### src/common/rsis_consts.svh
// Constants of the receive status block: offsets, bit positions, resets.
// Assumes inclusion by bare name from the package and the design files.
`ifndef RSIS_CONSTS_SVH
`define RSIS_CONSTS_SVH

// ------------------------------------------------------------
// Register offsets
// ------------------------------------------------------------
`define RSIS_OFS_STATUS  6'h08
`define RSIS_OFS_DATA_A  6'h09
`define RSIS_OFS_DATA_B  6'h0b

// ------------------------------------------------------------
// Reset values and field positions
// ------------------------------------------------------------
`define RSIS_STATUS_RST  8'h00
`define RSIS_CHAN_W      4
`define RSIS_BIT_FULL    0
`define RSIS_BIT_EOF     1
`define RSIS_BIT_FLOW    2
`define RSIS_BIT_VALID   3
`define RSIS_EN_FULL     0
`define RSIS_EN_EOF      1
`define RSIS_EN_OVER     2
`define RSIS_EN_UNDER    3

// ------------------------------------------------------------
// Timing
// ------------------------------------------------------------
`define RSIS_EOF_LEN_W   4

`endif

### src/common/rsis_pkg.sv
// Types shared by the receive status block and its channel slices.
// Assumes rsis_consts.svh is on the include path.
`include "rsis_consts.svh"

package rsis_pkg;

    // Events from one channel receiver, same clock domain
    typedef struct packed {
        logic load;       // Byte moved into the data register
        logic all_valid;  // Every bit of that byte is valid
        logic bit_tick;   // One bit time has passed
        logic bit_valid;  // The bit of this bit time was valid
    } rsis_rx_ev_t;

    // Status nibble of one channel, msb first as in the register
    typedef struct packed {
        logic valid;
        logic flow;
        logic eof;
        logic full;
    } rsis_stat_t;

endpackage

### src/rsis_chan.sv
// One receive channel's status slice: full, end of frame, flow
// violation and all-bits-valid, with its end-of-frame bit counter.
// Assumes all event inputs come from logic on core_clk.
`timescale 1ns/1ps
`include "rsis_consts.svh"

module rsis_chan #(
    parameter int LEN_W = `RSIS_EOF_LEN_W
) (
    input  wire logic               core_clk,  // 125 MHz clock
    input  wire logic               rstn,      // Sync reset, low
    input  wire logic               rx_en,     // Receive mode on
    input  wire rsis_pkg::rsis_rx_ev_t ev,     // Receiver events
    input  wire logic [LEN_W-1:0]   eof_len,   // End-of-frame length
    input  wire logic               data_rd,   // Host read data reg
    input  wire logic               stat_rd,   // Host read status
    input  wire logic [3:0]         irq_en,    // {under,over,eof,full}
    output rsis_pkg::rsis_stat_t    stat,      // Status nibble
    output logic                    irq,       // Enabled pending event
    output logic                    eof_pulse  // End of frame seen
);

    // ------------------------------------------------------------
    // State
    // ------------------------------------------------------------
    logic             full_q, full_d;
    logic             eof_q, eof_d;
    logic             over_q, over_d;
    logic             under_q, under_d;
    logic             valid_q, valid_d;
    logic             unread_q, unread_d;
    logic             started_q, started_d;
    logic [LEN_W-1:0] cnt_q, cnt_d;
    logic             eof_ev;

    // ------------------------------------------------------------
    // Next state
    // ------------------------------------------------------------
    always_comb
    begin
        eof_ev    = 1'b0;
        started_d = started_q;
        cnt_d     = cnt_q;
        if (ev.bit_tick)
        begin
            if (ev.bit_valid)
            begin
                started_d = 1'b1;
                cnt_d     = '0;
            end
            else if (started_q)
            begin
                // Invalid bits must exceed the length; zero fires at once
                if (cnt_q >= eof_len)
                begin
                    eof_ev    = 1'b1;
                    started_d = 1'b0;
                    cnt_d     = '0;
                end
                else
                begin
                    cnt_d = cnt_q + LEN_W'(1);
                end
            end
        end
        // Set wins over the read clear so no event is lost
        full_d   = ev.load | (full_q & ~(data_rd | stat_rd));
        eof_d    = eof_ev | (eof_q & ~stat_rd);
        over_d   = (ev.load & unread_q & ~data_rd)
                   | (over_q & ~stat_rd);
        under_d  = (data_rd & ~unread_q) | (under_q & ~stat_rd);
        unread_d = ev.load | (unread_q & ~data_rd);
        valid_d  = ev.load ? ev.all_valid : valid_q;
        if (!rx_en)
        begin
            // Receive off: everything reads zero and framing restarts
            full_d    = 1'b0;
            eof_d     = 1'b0;
            over_d    = 1'b0;
            under_d   = 1'b0;
            valid_d   = 1'b0;
            unread_d  = 1'b0;
            started_d = 1'b0;
            cnt_d     = '0;
            eof_ev    = 1'b0;
        end
    end

    always_ff @(posedge core_clk)
    begin
        if (!rstn)
        begin
            full_q    <= 1'b0;
            eof_q     <= 1'b0;
            over_q    <= 1'b0;
            under_q   <= 1'b0;
            valid_q   <= 1'b0;
            unread_q  <= 1'b0;
            started_q <= 1'b0;
            cnt_q     <= '0;
        end
        else
        begin
            full_q    <= full_d;
            eof_q     <= eof_d;
            over_q    <= over_d;
            under_q   <= under_d;
            valid_q   <= valid_d;
            unread_q  <= unread_d;
            started_q <= started_d;
            cnt_q     <= cnt_d;
        end
    end

    // ------------------------------------------------------------
    // Outputs
    // ------------------------------------------------------------
    // Bits are kept whatever the enables say; enables only gate irq
    // A clear valid sends the host to the per-bit mask kept elsewhere
    assign stat.valid = valid_q;
    assign stat.flow  = over_q | under_q;
    assign stat.eof   = eof_q;
    assign stat.full  = full_q;
    assign eof_pulse  = eof_ev;

    // Valid never reaches the request line
    assign irq = (full_q  & irq_en[`RSIS_EN_FULL])
               | (eof_q   & irq_en[`RSIS_EN_EOF])
               | (over_q  & irq_en[`RSIS_EN_OVER])
               | (under_q & irq_en[`RSIS_EN_UNDER]);

endmodule

### src/rsis_top.sv
// Receive status register of a two-channel radio baseband.
// Assumes a register access port from the serial interface decoder and
// receiver event strobes, all on core_clk.
`timescale 1ns/1ps
`include "rsis_consts.svh"

module rsis_top #(
    parameter int LEN_W = `RSIS_EOF_LEN_W
) (
    input  wire logic                   core_clk,  // 125 MHz clock
    input  wire logic                   rstn,      // Sync reset, low
    input  wire logic [5:0]             reg_addr,  // Register offset
    input  wire logic                   reg_rd,    // Read strobe
    input  wire logic                   reg_wr,    // Write strobe
    input  wire logic [7:0]             reg_wdata, // Write data
    output logic      [7:0]             reg_rdata, // Read data
    output logic                        reg_hit,   // Read was mapped
    input  wire logic                   rx_en,     // Control bit 7
    input  wire logic [LEN_W-1:0]       eof_len,   // End-of-frame len
    input  wire logic [7:0]             irq_en,    // Rx enable register
    input  wire rsis_pkg::rsis_rx_ev_t  ev_a,      // Channel A events
    input  wire rsis_pkg::rsis_rx_ev_t  ev_b,      // Channel B events
    output logic [1:0]                  eof_pulse, // {B,A} frame end
    output logic                        irq        // Interrupt request
);

    // ------------------------------------------------------------
    // Register decode
    // ------------------------------------------------------------
    logic                 stat_rd;
    logic [1:0]           data_rd;
    logic [1:0]           chan_irq;
    rsis_pkg::rsis_stat_t stat [2];
    rsis_pkg::rsis_rx_ev_t ev  [2];
    logic [7:0]           status;
    logic [7:0]           rdata_q, rdata_d;
    logic                 hit_q, hit_d;

    assign stat_rd    = reg_rd & (reg_addr == `RSIS_OFS_STATUS);
    assign data_rd[0] = reg_rd & (reg_addr == `RSIS_OFS_DATA_A);
    assign data_rd[1] = reg_rd & (reg_addr == `RSIS_OFS_DATA_B);
    assign ev[0]      = ev_a;
    assign ev[1]      = ev_b;

    // ------------------------------------------------------------
    // Channels: index 0 is A in the low nibble, 1 is B in the high
    // ------------------------------------------------------------
    for (genvar c = 0; c < 2; c++)
    begin : g_chan
        rsis_chan #(
            .LEN_W (LEN_W)
        ) u_chan (
            .core_clk  (core_clk),
            .rstn      (rstn),
            .rx_en     (rx_en),
            .ev        (ev[c]),
            .eof_len   (eof_len),
            .data_rd   (data_rd[c]),
            .stat_rd   (stat_rd),
            .irq_en    (irq_en[4*c +: 4]),
            .stat      (stat[c]),
            .irq       (chan_irq[c]),
            .eof_pulse (eof_pulse[c])
        );
    end

    // Channel B is the high nibble; bits 7..4 mirror 3..0.
    // Gated by rx_en so a read in the first cycle with receive off is zero
    // even before the channel state has been cleared.
    assign status = rx_en ? {stat[1], stat[0]}
                          : 8'h00;

    // ------------------------------------------------------------
    // Read path
    // ------------------------------------------------------------
    // Status is captured in the read cycle, before its clear lands.
    // Writes are accepted and dropped: the register is read-only.
    always_comb
    begin
        rdata_d = rdata_q;
        hit_d   = 1'b0;
        if (reg_rd)
        begin
            hit_d   = stat_rd;
            rdata_d = stat_rd ? status : 8'h00;
        end
    end

    always_ff @(posedge core_clk)
    begin
        if (!rstn)
        begin
            rdata_q <= `RSIS_STATUS_RST;
            hit_q   <= 1'b0;
        end
        else
        begin
            rdata_q <= rdata_d;
            hit_q   <= hit_d;
        end
    end

    assign reg_rdata = rdata_q;
    assign reg_hit   = hit_q;
    assign irq       = rx_en & (|chan_irq);

endmodule

### config.mk
export PLATFORM = sky130hd
export DESIGN_NAME = rsis_top
export DESIGN_NICKNAME = d
export VERILOG_FILES = /design/src/common/rsis_pkg.sv /design/src/rsis_chan.sv /design/src/rsis_top.sv
export VERILOG_INCLUDE_DIRS = /design/src /design/src/common
export SDC_FILE = /design/constraint.sdc
export NUM_CORES = 1
export LEC_CHECK = 0
export ABC_CLOCK_PERIOD_IN_PS = 2350
export BUFFER_PORTS_ARGS = -buffer_cell sky130_fd_sc_hd__buf_2
export CORE_UTILIZATION = 45
export CTS_BUF_LIST = sky130_fd_sc_hd__clkbuf_4
export CTS_CLUSTER_SIZE = 10
export DETAILED_ROUTE_END_ITERATION = 8
export MAX_ROUTING_LAYER = met4
export PLACE_DENSITY = 0.72
export SLEW_MARGIN = 40
export SYNTH_ARGS = -nofsm -noshare
export SYNTH_HDL_FRONTEND = slang
export SYNTH_SLANG_ARGS = --single-unit
### constraint.sdc
create_clock -name core_clk -period 2.35 [get_ports core_clk]
set_clock_uncertainty 0.2 [all_clocks]
set_input_delay 0.3525 -clock core_clk [delete_from_list [all_inputs] [get_ports core_clk]]
set_output_delay 0.3525 -clock core_clk [all_outputs]
set_load 0.02 [all_outputs]
==> results of run 1 <==
[final timing paths]
path,to,slack [ns],depth (start not counted)
worst min-delay path,g_chan[1].u_chan.valid_q,0.05,3
worst min register to register,reg_rdata[6],0.25,2
worst max-delay path,eof_pulse[1],0.004,7
worst max register to register,g_chan[1].u_chan.started_q,0.48,7
[cell type report]
type	count	share of cell area
well taps	44	0.0272
clock inverters	1	0.00248
flip-flops and latches	31	0.313
multi-input cells	120	0.451
inverters	13	0.0241
clock buffers	7	0.0260
repair buffers	54	0.156
[per-stage QoR]
step           cells   TNS, ns  setup slack (ns)  area [um^2]
3_5_place_dp     256         0            0.0579         1830
2_1_floorplan    169         0             0.123         1550
4_1_cts          268  -0.00936          -0.00936         1970
5_1_grt          270    -0.144           -0.0799         2020
6_report         270         0           0.00449         2020
3_3_place_gp     256         0            0.0710         1830
[critical path: stages, from the launching register on]
cell	delay, ns
sky130_fd_sc_hd__dfxtp_2	0.34
sky130_fd_sc_hd__inv_2	0.05
sky130_fd_sc_hd__ha_4	0.24
sky130_fd_sc_hd__nand2b_4	0.12
sky130_fd_sc_hd__a2111oi_4	0.07
sky130_fd_sc_hd__or3_4	0.41
sky130_fd_sc_hd__nor2_4	0.11
sky130_fd_sc_hd__buf_6	0.12
[routing by layer]
metal  part of all wire  up-vias
met2               0.49       30
li1                   -      734
met1               0.46      689
met5                  0        -
met4              0.010        0
met3              0.037        3
[sequential cells by signal, indices dropped and copies added, names as in the netlist]
register	cells
reg_hit	1
g_chan.u_chan.eof_q	2
g_chan.u_chan.unread_q	2
g_chan.u_chan.under_q	2
g_chan.u_chan.started_q	2
g_chan.u_chan.cnt_q	8
g_chan.u_chan.over_q	2
reg_rdata	8
g_chan.u_chan.full_q	2
g_chan.u_chan.valid_q	2
[logic make-up (layout without fill, tap and decap cells)]
logic type,Yosys count,in the layout
flip-flops,31,31
adder cells (fa/ha/maj),10,10
AO/OA/AOI/OAI,48,48
buffers and inverters,18,75
XOR/XNOR,1,1
multiplexers,2,2
AND/OR/NAND/NOR,59,59
[synthesized netlist by cell type (3+ instances only)]
cell type / instances / area (um^2)
sky130_fd_sc_hd__a21oi_1: 11 / 55.1
sky130_fd_sc_hd__a22o_1: 6 / 52.6
sky130_fd_sc_hd__a22oi_1: 5 / 37.5
sky130_fd_sc_hd__dfxtp_1: 31 / 621
sky130_fd_sc_hd__ha_1: 10 / 125
sky130_fd_sc_hd__inv_1: 13 / 48.8
sky130_fd_sc_hd__nand2_1: 14 / 52.6
sky130_fd_sc_hd__nand3_1: 4 / 20.0
sky130_fd_sc_hd__nand3b_1: 3 / 22.5
sky130_fd_sc_hd__nor2_1: 18 / 67.6
sky130_fd_sc_hd__nor3_1: 3 / 15.0
sky130_fd_sc_hd__o2111ai_1: 3 / 26.3
sky130_fd_sc_hd__o211ai_1: 5 / 37.5
sky130_fd_sc_hd__o21ai_0: 5 / 25.0
sky130_fd_sc_hd__o31ai_1: 3 / 22.5
[report_power, final]
part | switching, uW | total (uW) | internal (uW) | leakage [uW]
Sequential | 4.99 | 534 | 529 | 0.000254
Clock | 185 | 324 | 140 | 0.0000361
Combinational | 59.9 | 115 | 54.9 | 0.000590
Total | 250 | 973 | 724 | 0.000881
[repair_timing]
item	4_1_cts	5_1_grt
setup endpoints to repair	2	2
endpoints found under the hold margin	0	0
gates resized for setup	16	10
cloned	0	0
pin swaps	8	2
setup buffers	4	2
==> results.md, run 1 <==
Outcome:
- The flow ran to the end, and the final reports show no timing, DRC or antenna violations.

Cells and area:
- The layout has 271 filler cells.
- The layout-stage area growth over the synthesis result is 30.6%.
- The proportion of layout cells with a drive suffix above 1 is 0.385.
- The area of combinational cells with multiple inputs is 912 um^2.
- In the layout the commonest cells are 39 x sky130_fd_sc_hd__buf_2, 25 x sky130_fd_sc_hd__dfxtp_1, 16 x sky130_fd_sc_hd__nor2_1.
- The leading cell type in the layout, fill and taps excluded is sky130_fd_sc_hd__buf_2.
- For this run, the share of the core covered by cells in the final layout is 0.641.
- At the end of the flow, the number of nets in the layout was 274.
- The number of antenna diodes in the final layout is 0.
- The register area is 633 um^2.

GRT:
- The number of global-route vias before repair is 1,333.
- The overflow left after global routing is 0.
- The first global-routing pass estimated 5.91 mm of wire.
- In the global route stage, met2 resource usage came out at 0.358.
- The global-route usage over all layers is 0.230.
- The maximum number of pins on one net before global-route repair is 13.
- The met3 usage in global routing is 0.0576.
- The initial antenna violation count is 0.
- The layer flagged by global routing as most heavily used is met2.
- The met1 track utilization from global routing is 0.290.

Worst setup path:
- STA classifies the critical path startpoint as a flop.
- The critical path is of the flop to primary output type.
- The source of the critical timing path is g_chan[1].u_chan.cnt_q[0].
- For the worst setup path, the data arrival time is 1.79 ns.
- The largest fanout of any net on the critical path is 2.
- The startpoint of the most critical register-to-register path is g_chan[1].u_chan.cnt_q[0].
- The data required time of the worst path is 1.80 ns.
- The kind of end point of the critical path is a primary output.

Clocking:
- Clock-pin slew was measured on the worst setup and hold paths at 0.10 ns.
- The total clock sinks is 31.
- The clock latency reported for the late side of the worst-skew pair is 0.34 ns.
- The hold buffer count at CTS is 0.
- The number of buffers on the longest clock path is 2.
- In this run, CTS created clock tree buffers numbering 5.
- TritonCTS built the clock tree.
- In this run the number of H-tree levels came out at 2.
- The root buffer selected by CTS is sky130_fd_sc_hd__clkbuf_4.

Synth:
- Of the total synthesized cell area, the portion taken by full adders, half adders and majority gates is 0.0808.
- Of the total synthesized cell area, the portion taken by AND, OR, NAND and NOR gates is 0.206.
- Counting flops and latches in the post-synthesis netlist gives 31.
- The synthesized area per cell is 9.16 um^2.
- For this run, the register share of the synthesized area comes to 0.401.
- The post-synthesis compound-gate area fraction is 0.244.
- Synthesis instantiated 41 different standard cells from the library.
- By area, the combinational part of the netlist is dominated by compound AO/OA/AOI/OAI gates.
- The synthesized design contains 0 enable-type register cells.
- The multiplexer share of the synthesized area is 0.0129.
- The xor-xnor portion of the synthesized cell area is 0.00566.
- The total number of yosys warnings is 0.
- The gate count of the mapped netlist is 169.
- For this run, asynchronously set or reset flops after synthesis account for 0.
- After synthesis the cells add up to 1550 um^2.
- The predominant post-synthesis flop cell is sky130_fd_sc_hd__dfxtp_1.
- The total nets after synthesis is 218.

Die:
- The initial core utilization is 0.491.
- From left edge to right edge, the die measures 60.6 um.
- The cell row count is 20.
- The core region is 3150 um^2.
- The floorplan step set the die height to 60.6 um.
- The die covers 3680 um^2.
- In this run the count of I/O pins placed on the die edge is 51.

Power and ir drop:
- Power comes to 973 uW.
- IR analysis of the VDD net gives a maximum drop of 0.270 mV.
- Dividing total power by cell area gives a power density of 481 nW/um^2.
- The reported leakage power is 0.000881 uW.

STA:
- Setup repair after global routing could not meet its margin everywhere.
- The final-report max-slew violation count was 0.
- The headroom to the max-slew limit is 0.603.
- The minimum clock period is 2.35 ns.
- The maximum clock rate is 426 MHz.
- The count of endpoints failing setup in the final report is 0.
- The share of the clock period used by the worst path is 0.998.
- For the pin with the worst max-slew slack, the measured transition is 0.593 ns.
- The hold violation count in the final report is 0.
- On the final layout, the worst hold slack is 0.0484 ns.

Drt:
- The first routing iteration left 86 violations.
- The routed layout has 1,456 vias.
- The number of vias per cell after detailed routing is 5.39.
- In the final routed layout, each cell accounts on average for 13.8 um.
- For this run, the detailed router's first-pass iteration total came to 4.
- The remaining routing DRC violations is 0.
- The total detailed-routing wirelength is 3.72 mm.
- In this run the remaining antenna-violating nets after routing total 0.

Flow run:
- The number of max-cap violations is 0.

Placement:
- The count of buffers inserted at the top-level ports is 41.
- Routability-driven placement finished with a final weighted congestion of 0.798.
- The HPWL after detailed placement is 2.79 mm.

Hold path:
- The hold path startpoint is ev_b[2].
- The path class of the lowest-slack min-delay path is input port to flop.
(Power assumes the default switching activity.)
==> run 2: changes to the inputs <==
Settings changed: GPL_TIMING_DRIVEN set to 0.
==> run 2 against run 1 <==
Core utilization is 0.16 points lower. Maximum frequency is 0.70% higher. Routed wire length up 3.4%. Flip-flop and latch count did not move. Clock power is 4% lower. Final area down 0.25%. Power decreased by 0.63%. Combinational power is 4% higher. Via count grew 1.5%.
==> results.md, run 2 (synthesized netlist as in run 1, its figures left out) <==
Cells and area:
- The number of nets in the finished design is 272 (was 274).
- The number of fillers in the final layout is 283 (was 271).
- The leading cell type in the layout, fill and taps excluded is sky130_fd_sc_hd__buf_2 (unchanged).
- The area of combinational cells with multiple inputs is 938 um^2 (was 912 um^2).
- The layout-stage area growth over the synthesis result is 30.3% (was 30.6%).
- The proportion of layout cells with a drive suffix above 1 is 0.371 (was 0.385).
- Commonest cells after routing, fill and taps aside: 40 x sky130_fd_sc_hd__buf_2, 26 x sky130_fd_sc_hd__dfxtp_1, 16 x sky130_fd_sc_hd__nor2_1 (was 39 x sky130_fd_sc_hd__buf_2, 25 x sky130_fd_sc_hd__dfxtp_1, 16 x sky130_fd_sc_hd__nor2_1).
- The register area came to 627 um^2 (was 633 um^2).
- The number of antenna diodes was 0 (unchanged).
- The final instance area came to 2020 um^2 (about the same).

Clocking:
- The clock latency reported for the late side of the worst-skew pair is 0.32 ns (was 0.34 ns).
- The number of levels the H-tree was split into is 2 (unchanged).
- The root buffer selected by CTS is sky130_fd_sc_hd__clkbuf_4 (unchanged).
- The number of buffers created by CTS is 5 (unchanged).
- The number of buffers on the longest clock path is 2 (unchanged).
- The hold buffer count at CTS was 0 (unchanged).
- The CTS tree is done (unchanged).
- The clock transition at the registers of the reported paths is 0.09 ns (was 0.10 ns).
- The total clock sinks is 31 (unchanged).

Power and ir drop:
- The power density over the cells is 479 nW/um^2 (was 481 nW/um^2).
- The portion of total power attributed to combinational logic is 0.124 (was 0.118).
- The switching part of the total is 0.248 (was 0.256).
- The sequential cell fraction of total power is 0.555 (was 0.549).
- The reported leakage power came to 0.000869 uW (was 0.000881 uW).
- The net switching component of the power was 240 uW (was 250 uW).
- The clock share of power is 0.321 (was 0.333).
- The total chip power is 967 uW (was 973 uW).
- The internal power contribution is 727 uW (was 724 uW).
- The maximum ir drop on the vdd rail is 0.496 mV (was 0.270 mV).

Flow run:
- The number of max-cap violations is 0 (unchanged).

GRT:
- The overflow left after global routing is 0 (unchanged).
- The global-route usage over all layers is 0.235 (was 0.230).
- The number of global-route vias before repair is 1,434 (was 1,333).
- The maximum number of pins on one net before global-route repair was 11 (was 13).
- The initial antenna violation count is 0 (unchanged).
- The global-route wire length before repair was 6.22 mm (was 5.91 mm).

Worst setup path:
- The critical path's largest stage delay came to 0.36 ns (was 0.41 ns).
- The kind of end point of the critical path is a primary output (unchanged).
- The arrival time of the worst setup path is 1.78 ns (was 1.79 ns).
- The category of cells accounting for the largest share of critical-path delay is simple AND/OR/NAND/NOR gates (unchanged).
- The combined buffer and inverter count along the critical path came to 2 (unchanged).
- The classification of the worst setup path is flop to primary output (unchanged).
- Critical-path cell list: inv_2 -> ha_4 -> nand2b_4 -> a2111oi_4 -> or3_4 -> nor2_4 -> buf_6 (unchanged).
- The startpoint class of the critical path is a flop (unchanged).
- The data required time of the worst path came to 1.80 ns (about the same).
- The largest fanout of any net on the critical path is 2 (unchanged).
- The critical-path cell with the highest stage delay was sky130_fd_sc_hd__a2111oi_4 (was sky130_fd_sc_hd__or3_4).

Die:
- The die boundary height is 60.6 um (unchanged).
- The total die area is 3680 um^2 (unchanged).
- The core area was 3150 um^2 (unchanged).
- The width of the die is 60.6 um (unchanged).
- The initial core utilization was 0.491 (unchanged).
- The count of pins on the block boundary is 51 (unchanged).
- The cell row count was 20 (unchanged).

STA:
- The worst hold slack is 0.0740 ns (was 0.0484 ns).
- The share of the clock period used by the worst path was 0.991 (was 0.998).
- The headroom to the max-slew limit came to 0.609 (was 0.603).
- The final sum of negative setup slack came to 0 ns (unchanged).
- The minimum clock period is 2.33 ns (was 2.35 ns).
- The final-report max-slew violation count was 0 (unchanged).
- The hold violation count in the final report was 0 (unchanged).
- The count of endpoints failing setup in the final report came to 0 (unchanged).
- The maximum clock rate was 429 MHz (was 426 MHz).
- RSZ-0062 raised after global routing: yes (unchanged).
- The transition time of the tightest slew-check pin came to 0.584 ns (was 0.593 ns).

Drt:
- The initial detailed-routing violation count is 77 (was 86).
- The number of vias per cell after detailed routing is 5.51 (was 5.39).
- The remaining routing DRC violations is 0 (unchanged).
- The total iterations of the first detailed-routing run is 4 (unchanged).
- The per-cell routed wire length was 14.3 um (was 13.8 um).
- The total detailed-routing wirelength came to 3.84 mm (was 3.72 mm).
- The count of vias placed by the detailed router is 1,478 (was 1,456).
- The remaining antenna violation count after routing is 0 (unchanged).

Placement:
- The cell area after placement came to 1810 um^2 (was 1830 um^2).
- The HPWL after detailed placement was 2.79 mm (about the same).
- The final weighted congestion in routability-driven placement is 0.772 (was 0.798).
- The count of buffers inserted at the top-level ports is 41 (unchanged).

Outcome:
- Status: complete, no violations (unchanged).

Hold path:
- The path class of the lowest-slack min-delay path is input port to flop (unchanged).
run 2: cell types whose count changed in the layout (fill, tap and decap cells not counted), sizes merged:
cell    delta
clkbuf     +1
buf        -3
run 2: power groups by stage:
stage	combinational, uW	clock (uW)	sequential, uW
floorplan	55.9	0	547
global placement	96.7	0	548
detailed placement	101	0	549
CTS	115	319	537
global route	131	344	538
finish	120	311	537
run 2: final timing paths:
path | start | endpoint | slack [ns] | depth (start not counted)
setup reg to reg | g_chan[1].u_chan.cnt_q[0] | g_chan[1].u_chan.started_q | 0.32 | 8
hold / removal | ev_b[2] | g_chan[1].u_chan.valid_q | 0.07 | 3
hold reg to reg | reg_rdata[6] | reg_rdata[6] | 0.27 | 2
setup / recovery | g_chan[1].u_chan.cnt_q[0] | eof_pulse[1] | 0.02 | 7
run 2: what timing repair did:
item                                    4_1_cts  5_1_grt
endpoints found under the setup margin        2        2
buffers inserted                              6        2
resized for setup                            24        3
cloned                                        0        0
pin swaps                                     5        3
run 2: metal layers:
| metal | up-vias | global-route usage | part of all wire | wire (um) |
|---|---|---|---|---|
| met3 | 6 | 0.0576 | 0.048 | 185 |
| met1 | 706 | 0.272 | 0.43 | 1660 |
| met2 | 38 | 0.400 | 0.51 | 1960 |
| met4 | 0 | 0.0747 | 0.010 | 40 |
| met5 | - | - | 0 | 0 |
| li1 | 728 | - | - | - |
run 2: area by class of cell:
class	instances	area share
multi-input combinational	120	0.465
sequential	31	0.311
timing repair buffer	49	0.138
tap	44	0.0273
clock buffer	7	0.0261
inverter	13	0.0242
buffer	3	0.00620
clock inverter	1	0.00248
run 2: per-stage QoR:
stage	instances	setup slack (ns)	util
after floorplan	169	0.123	-
final	268	0.0207	0.640
after CTS	266	0.00203	0.629
after detailed placement	254	-0.176	0.573
after global routing	268	-0.0752	0.640
after global placement	254	-0.185	0.573
run 2: tightest hold or removal path, stage by stage:
cell and delay, ns:
sky130_fd_sc_hd__buf_2 0.08, sky130_fd_sc_hd__mux2i_1 0.05, sky130_fd_sc_hd__nor2_1 0.08
